File: config.mk
export PLATFORM = sky130hd
export DESIGN_NAME = ssc_status_nibble
export DESIGN_NICKNAME = d
export VERILOG_FILES = /design/src/hdl/ssc_pkg.sv /design/src/hdl/ssc_status_nibble.sv
export SDC_FILE = /design/constraint.sdc
export NUM_CORES = 1
export LEC_CHECK = 0
export ABC_AREA = 1
export BUFFER_PORTS_ARGS = -buffer_cell sky130_fd_sc_hd__buf_2
export CORE_ASPECT_RATIO = 1.4
export CORE_MARGIN = 4
export CORE_UTILIZATION = 30
export CTS_CLUSTER_SIZE = 12
export DETAILED_ROUTE_END_ITERATION = 7
export HOLD_SLACK_MARGIN = 0.08
export PLACE_DENSITY = 0.56
export SYNTH_ARGS = -nofsm -noshare
export SYNTH_HDL_FRONTEND = slang
export SYNTH_SLANG_ARGS = --single-unit
export TNS_END_PERCENT = 50
File: constraint.sdc
create_clock -name clk -period 6.2 [get_ports clk]
set_clock_uncertainty 0.05 [all_clocks]
set_input_delay 1.24 -clock clk [delete_from_list [all_inputs] [get_ports clk]]
set_output_delay 1.24 -clock clk [all_outputs]
set_load 0.02 [all_outputs]
File: src/hdl/ssc_pkg.sv
// Constants, types and register map of the status nibble and slow channel block.
// Assumes a SENT frame framer on the same clock that pulses a frame start.
// What this block does
// RQ1: By default the frame CRC leaves the status nibble out.
// RQ2: With crcCoversNibble set the status nibble enters the frame CRC.
// RQ3: Hard flag latches for good on watchdog, memory, self-test or odd reset.
// RQ4: Hard flag also shows while idle or in reset, clearing afterwards.
// RQ5: Soft flag sets on unmasked error or idle, clears next frame otherwise.
// RQ6: Die id bit 0 follows idPinLow, bit 1 follows idPinHigh.
// RQ7: Select values 000 to 011 choose the first four nibble layouts.
// RQ8: Select values 100 to 111 choose the last four nibble layouts.
// RQ9: Sixteen-bit packet, one bit per frame, MSB first, sync in first frame.
// RQ10: Packet is message id, then eight data bits, then four CRC bits.
// RQ11: Packet CRC covers id and data with the frame CRC algorithm.
// RQ12: Message id steps through sixteen values, one per packet.
// RQ13: Ids 0 and 8 carry the alive counter, bumped per full rotation.
// RQ14: Ids 1 and 9 carry temperature plus 64.
// RQ15: Ids 2 and 10 carry field in gauss divided by 8.
// RQ16: Ids 3-5 and 11-13 carry status word bytes high to low.
// RQ17: Ids 6/14 and 7/15 carry the two customer bytes.
// RQ18: Angle fills the first three data nibbles; up to six per setting.
// RQ19: crcCoversNibble sits in bit 15 of the configuration word.
// RQ20: Nibble content select sits in bits 14 to 12 of the configuration word.
// RQ21: Combined error bit is soft OR hard.
// RQ22: Each packet's data byte is frozen when its packet starts.
package ssc_pkg;
	localparam logic [11:0] ADDR_CFG = 12'h000;
	localparam logic [11:0] ADDR_NVW_A = 12'h004;
	localparam logic [11:0] ADDR_NVW_B = 12'h008;
	localparam logic [11:0] ADDR_STAT = 12'h00C;
	localparam int CFG_COVER_BIT = 15;
	localparam int CFG_SEL_LSB = 12;
	localparam int NVW_HI_LSB = 20;
	localparam int NVW_B_LSB = 12;
	localparam logic [15:0] CFG_RESET = 16'h0003;
	localparam logic [3:0] CRC_SEED = 4'h5;
	localparam logic [3:0] CRC_POLY = 4'hD;
	localparam logic [7:0] TEMP_OFFSET = 8'h40;
	localparam logic [3:0] PKT_LAST = 4'hF;
	localparam logic [2:0] NIB_MIN = 3'h3;
	localparam logic [2:0] NIB_MAX = 3'h6;
	typedef enum logic [2:0] {
		SEL_FLAGS = 3'b000, SEL_SER_FLAGS = 3'b001, SEL_ID_FLAGS = 3'b010,
		SEL_COMB = 3'b011, SEL_ID = 3'b100, SEL_SER_ID = 3'b101,
		SEL_FLAGS_ID = 3'b110, SEL_SER_COMB = 3'b111
	} ssc_sel_t;
	typedef struct packed {
		logic watchdog;
		logic nvmMultiBit;
		logic ramHard;
		logic selfTest;
		logic otherReset;
	} ssc_hard_ev_t;
	typedef struct packed {
		logic [3:0] statusNibble;
		logic [23:0] dataNibbles;
		logic [2:0] nibbleCount;
		logic [3:0] frameCrc;
		logic slowSyncBit;
		logic slowDataBit;
	} ssc_frame_t;
endpackage

File: src/hdl/ssc_status_nibble.sv
// Status nibble, slow channel packet and frame CRC for each SENT frame.
// Assumes frameStart is a one-cycle pulse from the framer on clk; pins are async.
//
// The placing of the registers and the APB register port were chosen for this implementation.
`default_nettype none
module ssc_status_nibble (
	input wire logic clk, // 25 MHz core clock
	input wire logic rst_b, // Sync reset, active low
	input wire logic psel, // APB select
	input wire logic penable, // APB enable
	input wire logic pwrite, // APB write
	input wire logic [11:0] paddr, // APB byte address
	input wire logic [31:0] pwdata, // APB write data
	output logic [31:0] prdata, // APB read data
	output logic pready, // APB ready
	output logic pslverr, // APB error
	input wire logic frameStart, // One-cycle pulse, new frame
	input wire logic [11:0] angle, // Angle code
	input wire logic [11:0] extraData, // Nibbles 4 to 6
	input wire ssc_pkg::ssc_hard_ev_t hardEvents, // Latching hard causes
	input wire logic procIdle, // Processor not producing angles
	input wire logic inReset, // Power-on, hard or soft reset
	input wire logic softError, // Any unmasked error
	input wire logic [7:0] temperature, // Degrees Celsius, signed
	input wire logic [10:0] fieldGauss, // Field in gauss
	input wire logic [23:0] statusWord, // Status flags
	input wire logic idPinLow, // Address pin, async
	input wire logic idPinHigh, // Address pin, async
	output ssc_pkg::ssc_frame_t frameOut // Frame content, per frame
);
	logic [15:0] cfg_q;
	logic [3:0] nvwA_q;
	logic [11:0] nvwB_q;
	logic [1:0] idMeta_q;
	logic [1:0] idSync_q;
	logic hardLatch_q;
	logic softPend_q;
	logic [3:0] bitIdx_q;
	logic [3:0] msgId_q;
	logic [7:0] alive_q;
	logic [15:0] packet_q;
	logic [31:0] prdata_q;
	logic pready_q;
	logic pslverr_q;
	ssc_pkg::ssc_frame_t frame_q;

	function automatic logic [3:0] crcMul(input logic [3:0] c);
		logic [3:0] r;
		r = c;
		for (int i = 0; i < 4; i++)
		begin
			r = r[3] ? ({r[2:0], 1'b0} ^ ssc_pkg::CRC_POLY) : {r[2:0], 1'b0};
		end
		return r;
	endfunction

	// Top cnt nibbles of v, then one zero nibble to flush
	function automatic logic [3:0] crcNibbles(input logic [27:0] v, input logic [2:0] cnt);
		logic [3:0] c;
		c = ssc_pkg::CRC_SEED;
		for (int i = 0; i < 7; i++)
		begin
			if (3'(i) < cnt)
				c = crcMul(c) ^ v[27 - 4 * i -: 4];
		end
		return crcMul(c);
	endfunction

	// APB decode
	wire setupPhase = psel & ~penable;
	wire accessDone = psel & penable & pready_q;
	wire hitCfg = (paddr == ssc_pkg::ADDR_CFG);
	wire hitNvwA = (paddr == ssc_pkg::ADDR_NVW_A);
	wire hitNvwB = (paddr == ssc_pkg::ADDR_NVW_B);
	wire hitStat = (paddr == ssc_pkg::ADDR_STAT);
	wire hitAny = hitCfg | hitNvwA | hitNvwB | hitStat;
	// Status is read only, writing it is an error
	wire badAccess = ~hitAny | (pwrite & hitStat);
	wire wrCfg = accessDone & pwrite & hitCfg;
	wire wrNvwA = accessDone & pwrite & hitNvwA;
	wire wrNvwB = accessDone & pwrite & hitNvwB;

	// Configuration fields
	// RQ19 cover bit
	wire crcCoversNibble = cfg_q[ssc_pkg::CFG_COVER_BIT];
	// RQ20 select field
	wire [2:0] nibbleContentSelect = cfg_q[ssc_pkg::CFG_SEL_LSB +: 3];
	// RQ18 clamp count
	wire [2:0] nibbleCountRaw = cfg_q[2:0];
	wire [2:0] nibbleCount = (nibbleCountRaw < ssc_pkg::NIB_MIN) ? ssc_pkg::NIB_MIN :
		(nibbleCountRaw > ssc_pkg::NIB_MAX) ? ssc_pkg::NIB_MAX : nibbleCountRaw;

	// Error flags
	// RQ3 latch causes
	wire hardCause = |hardEvents;
	// RQ4 temporary causes
	wire hardFlag = hardLatch_q | hardCause | procIdle | inReset;
	// RQ5 soft cause
	wire softCause = softError | procIdle;
	wire softFlag = softPend_q | softCause;
	// RQ21 combined error
	wire combErr = softFlag | hardFlag;
	// RQ6 die id bits
	wire dieIdBit0 = idSync_q[0];
	wire dieIdBit1 = idSync_q[1];

	// Slow channel packet
	wire packetStart = (bitIdx_q == 4'h0);
	wire [2:0] msgSlot = msgId_q[2:0];
	logic [7:0] slowByte;
	always_comb
	begin
		slowByte = 8'h00;
		case (msgSlot)
			// RQ13 alive counter
			3'h0: slowByte = alive_q;
			// RQ14 temperature offset
			3'h1: slowByte = temperature + ssc_pkg::TEMP_OFFSET;
			// RQ15 field scaled
			3'h2: slowByte = fieldGauss[10:3];
			// RQ16 status bytes
			3'h3: slowByte = statusWord[23:16];
			3'h4: slowByte = statusWord[15:8];
			3'h5: slowByte = statusWord[7:0];
			// RQ17 customer bytes
			3'h6: slowByte = {nvwA_q, nvwB_q[11:8]};
			3'h7: slowByte = nvwB_q[7:0];
			default: slowByte = 8'h00;
		endcase
	end
	// RQ11 packet CRC
	wire [3:0] packetCrc = crcNibbles({msgId_q, slowByte, 16'h0000}, 3'h3);
	// RQ10 packet layout
	wire [15:0] freshPacket = {msgId_q, slowByte, packetCrc};
	// RQ22 frozen byte
	wire [15:0] livePacket = packetStart ? freshPacket : packet_q;
	// RQ9 MSB first
	wire slowDataBit = livePacket[4'hF - bitIdx_q];
	wire slowSyncBit = packetStart;

	// Nibble selection
	logic [3:0] statusNibble;
	always_comb
	begin
		statusNibble = 4'h0;
		case (ssc_pkg::ssc_sel_t'(nibbleContentSelect))
			// RQ7 first layouts
			ssc_pkg::SEL_FLAGS: statusNibble = {2'b00, softFlag, hardFlag};
			ssc_pkg::SEL_SER_FLAGS: statusNibble = {slowSyncBit, slowDataBit, softFlag, hardFlag};
			ssc_pkg::SEL_ID_FLAGS: statusNibble = {dieIdBit1, dieIdBit0, softFlag, hardFlag};
			ssc_pkg::SEL_COMB: statusNibble = {3'b000, combErr};
			// RQ8 last layouts
			ssc_pkg::SEL_ID: statusNibble = {2'b00, dieIdBit1, dieIdBit0};
			ssc_pkg::SEL_SER_ID: statusNibble = {slowSyncBit, slowDataBit, dieIdBit1, dieIdBit0};
			ssc_pkg::SEL_FLAGS_ID: statusNibble = {softFlag, hardFlag, dieIdBit1, dieIdBit0};
			ssc_pkg::SEL_SER_COMB: statusNibble = {slowSyncBit, slowDataBit, 1'b0, combErr};
			default: statusNibble = 4'h0;
		endcase
	end

	// Frame data and CRC
	// RQ18 angle first
	wire [23:0] dataNibbles = {angle, extraData};
	// RQ1 nibble excluded
	wire [3:0] crcPlain = crcNibbles({dataNibbles, 4'h0}, nibbleCount);
	// RQ2 nibble included
	wire [3:0] crcCover = crcNibbles({statusNibble, dataNibbles}, 3'(nibbleCount + 3'h1));
	wire [3:0] frameCrc = crcCoversNibble ? crcCover : crcPlain;
	ssc_pkg::ssc_frame_t frame_d;
	assign frame_d = '{statusNibble: statusNibble, dataNibbles: dataNibbles, nibbleCount: nibbleCount,
		frameCrc: frameCrc, slowSyncBit: slowSyncBit, slowDataBit: slowDataBit};

	// Read mux
	wire [31:0] statWord = {8'h00, alive_q, msgId_q, bitIdx_q, 5'h00, hardLatch_q, softFlag, hardFlag};
	wire [31:0] rdMux = hitCfg ? {16'h0000, cfg_q} :
		hitNvwA ? {8'h00, nvwA_q, 20'h00000} :
		hitNvwB ? {8'h00, nvwB_q, 12'h000} :
		hitStat ? statWord : 32'h00000000;

	// Pins pass two flops before use
	always_ff @(posedge clk)
	begin
		idMeta_q <= {idPinHigh, idPinLow};
		idSync_q <= idMeta_q;
	end

	always_ff @(posedge clk)
	begin
		if (!rst_b)
		begin
			pready_q <= 1'b0;
			pslverr_q <= 1'b0;
			prdata_q <= 32'h00000000;
		end
		else
		begin
			// One wait-free access phase per setup
			pready_q <= setupPhase;
			pslverr_q <= setupPhase & badAccess;
			prdata_q <= (setupPhase & ~pwrite) ? rdMux : 32'h00000000;
		end
	end

	always_ff @(posedge clk)
	begin
		if (!rst_b)
		begin
			cfg_q <= ssc_pkg::CFG_RESET;
			nvwA_q <= 4'h0;
			nvwB_q <= 12'h000;
		end
		else
		begin
			if (wrCfg)
				cfg_q <= pwdata[15:0];
			if (wrNvwA)
				nvwA_q <= pwdata[ssc_pkg::NVW_HI_LSB +: 4];
			if (wrNvwB)
				nvwB_q <= pwdata[ssc_pkg::NVW_B_LSB +: 12];
		end
	end

	always_ff @(posedge clk)
	begin
		if (!rst_b)
			hardLatch_q <= 1'b0;
		// RQ3 permanent latch
		else if (hardCause)
			hardLatch_q <= 1'b1;
	end

	// Cause in the clearing cycle keeps the flag
	always_ff @(posedge clk)
	begin
		if (!rst_b)
			softPend_q <= 1'b0;
		// RQ5 clear per frame
		else
			softPend_q <= (softPend_q & ~frameStart) | softCause;
	end

	always_ff @(posedge clk)
	begin
		if (!rst_b)
		begin
			bitIdx_q <= 4'h0;
			msgId_q <= 4'h0;
			alive_q <= 8'h00;
			packet_q <= 16'h0000;
		end
		else if (frameStart)
		begin
			bitIdx_q <= bitIdx_q + 4'h1;
			if (packetStart)
				packet_q <= freshPacket;
			// RQ12 id per packet
			if (bitIdx_q == ssc_pkg::PKT_LAST)
				msgId_q <= msgId_q + 4'h1;
			// RQ13 bump on rotation
			if (bitIdx_q == ssc_pkg::PKT_LAST && msgId_q == ssc_pkg::PKT_LAST)
				alive_q <= alive_q + 8'h01;
		end
	end

	always_ff @(posedge clk)
	begin
		if (!rst_b)
			frame_q <= '0;
		else if (frameStart)
			frame_q <= frame_d;
	end

	assign prdata = prdata_q;
	assign pready = pready_q;
	assign pslverr = pslverr_q;
	assign frameOut = frame_q;
endmodule // ssc_status_nibble
`default_nettype wire

==> flow_summary.ini <==
[logic_synthesis]
synth_top_area_frac = 0.323
syn-cell-area_um2 = 8250
synth-seq-cells = 133
ys_types = 45
synthTopCellsByArea = dfxtp_1 (32%), nand2_1 (11%), nand3_1 (7.3%)
syn_inst = 1218
ys_async_sr_fraction = 0
synth_top_area_cell = dfxtp_1
yosysWarnings = 0
synthFlopType = dfxtp_1
synthMostInstantiatedCell = nand2_1
ys_seq_area_frac = 0.323
syn_area_per_cell_um2 = 6.77
yosys-top-cells-count = nand2_1 (241), dfxtp_1 (133), inv_1 (133)
synth_edf_count = 0

[cts]
cts.path.max_buffers = 2
clk_pin_slew_ns = 0.06
cts_root_buf = clkbuf_16
htree_num_levels = 4
clkSinkCount = 133
cts_buffers = 17
clk_latency_ns = 0.43
cts_tree = built

[placed_design]
portBuffers = 178
globalplace.congestion = 0.875
placed_cells = 1755
post-place-ws_ns = -0.104
place_hpwl_um = 20400

[sta]
slew_viol_final = 0
hold_violations = 0
worst_hold_slack_ns = 0.274
setup_viol = 0
max_freq_mhz = 175
slew_headroom = 0.441
min_period_ns = 5.72
worstMarginPinSlew_ns = 0.837
fin_ws_ns = 0.477
period_share = 0.923

[min_path]
holdPathEnd = idSync_q[1]
holdCritStartpoint = idMeta_q[1]
hold_depth = 0
holdCritPathClass = reg2reg

[final_layout]
area_growth_pct = 29.9
final_nets = 1560
antenna_cells = 0
drive_above_1_share = 0.284
post-route-util = 0.397
instances_no_fill = 1800

[run]
drv_cap = 0

[worst_setup_path]
worstSetupStartpoint = hardEvents[0]
slowest_stage = nor4_2
r2r_cells = 54
cpMostUsedCell = nand2_2
cp-end-kind = flop
timing.rr.end = frameOut[4]
crit_path_start_kind = input pin
r2r_slack_ns = 0.48
cp.required_ns = 6.50
worstReg2RegStart = cfg_q[2]
crit_arrival_ns = 6.03
crit_path_max_incr_delay_ns = 0.28
path_class = in2reg
cp_max_fo = 5

[global_routing]
antenna_found_initial = 5
grt_overflow = 0
grt_max_degree = 80
grt_usage = 0.170
grt_pass1_vias = 8189
grt_pass1_wl_um = 41500

[routing]
wirelength_um = 26700
wl_per_cell_um = 14.8
drc = 0
drtIter0Drc = 369
vias_per_cell = 4.80
vias = 8644
first_pass_iters = 5
antenna_left = 0

[die]
rows = 71
dieHeight_um = 204
die_w_um = 148
coreArea_um2 = 27000
ios = 198
start_util = 0.305
dieArea_um2 = 30200

[status]
status = complete, no violations

[pwr]
finalPower_w = 0.00303
p_leak_nw = 5.03
peakVddDrop_uv = 187
power-per-cell-area_nw_per_um2 = 283
layer usage:
metal,global-route usage,vias to the layer above,wire (µm)
li1,-,4434,-
met5,0,-,53
met1,0.193,3948,10900
met3,0.0350,48,1280
met4,0.0588,10,640
met2,0.314,204,13800
state kept, by name, summed over array words and instances, names as in the netlist:
signal	count
alive_q	8
bitIdx_q	4
cfg_q	16
frameOut	37
hardLatch_q	1
idMeta_q	2
idSync_q	2
msgId_q	4
nvwA_q	4
nvwB_q	12
packet_q	16
prdata	24
pready	1
pslverr	1
softPend_q	1
worst max-delay path by stage:
stage                        endpoint  cells past startpoint
after floorplan           frameOut[4]                     28
after global placement    frameOut[4]                     51
after detailed placement  frameOut[4]                     51
after CTS                 frameOut[4]                     55
after global routing      frameOut[3]                     54
final                     frameOut[4]                     50
layout by cell type (no fill, tap or decap), types with 42 or more instances in the layout:
cell     instances
nand2_2         52
o21ai_0         88
inv_1          131
a21oi_1         93
dfxtp_1        131
buf_4           42
xor2_1          47
nor2_1          85
buf_2          178
nand2_1        211
nand3_1        104
kinds of logic (layout without fill, tap and decap cells):
group	after synthesis	after routing	synth area share
xor gates and xnor gates	72	72	0.0875
adders and majority gates	11	11	0.0167
and+or+nand+nor	550	550	0.302
AOI/OAI and AO/OA	254	254	0.174
buffers and inverters	197	407	0.0971
other	1	8	0.000455
DFF	133	133	0.323
what timing repair did:
item | 4_1_cts | 5_1_grt
hold endpoints to repair | 0 | 0
buffers inserted | 0 | 13
endpoints found under the setup margin | 0 | 4
resized for setup | 0 | 98
hold buffers | 0 | 0
worst max-delay path: cells and delay by family:
family	cells	cell delay [ns]
buf+inv	5	0.48
simple gates	43	4.04
compound gates	2	0.26
per-stage QoR:
step	TNS, ns	cell area (µm²)
detailed placement	-0.366	9640
finish	0	10700
CTS	0	10200
global placement	-0.172	9640
floorplan	0	8270
global route	-0.0644	10700
power by group:
group | total [W] | internal [W] | switching, W
clock | 0.00102 | 0.000624 | 0.000398
combinational | 0.00110 | 0.000444 | 0.000659
sequential | 0.000906 | 0.000890 | 0.0000164
layout make-up:
| type | instances | area [µm²] |
|---|---|---|
| inverters | 153 | 584 |
| fillers | 2954 | 16300 |
| multi-input cells | 895 | 5170 |
| clock inverters | 11 | 126 |
| repair buffers | 222 | 1240 |
| well taps | 365 | 457 |
| flip-flops and latches | 133 | 2670 |
| clock buffers | 21 | 470 |
Note: power is estimated with default switching activity, not from simulation.
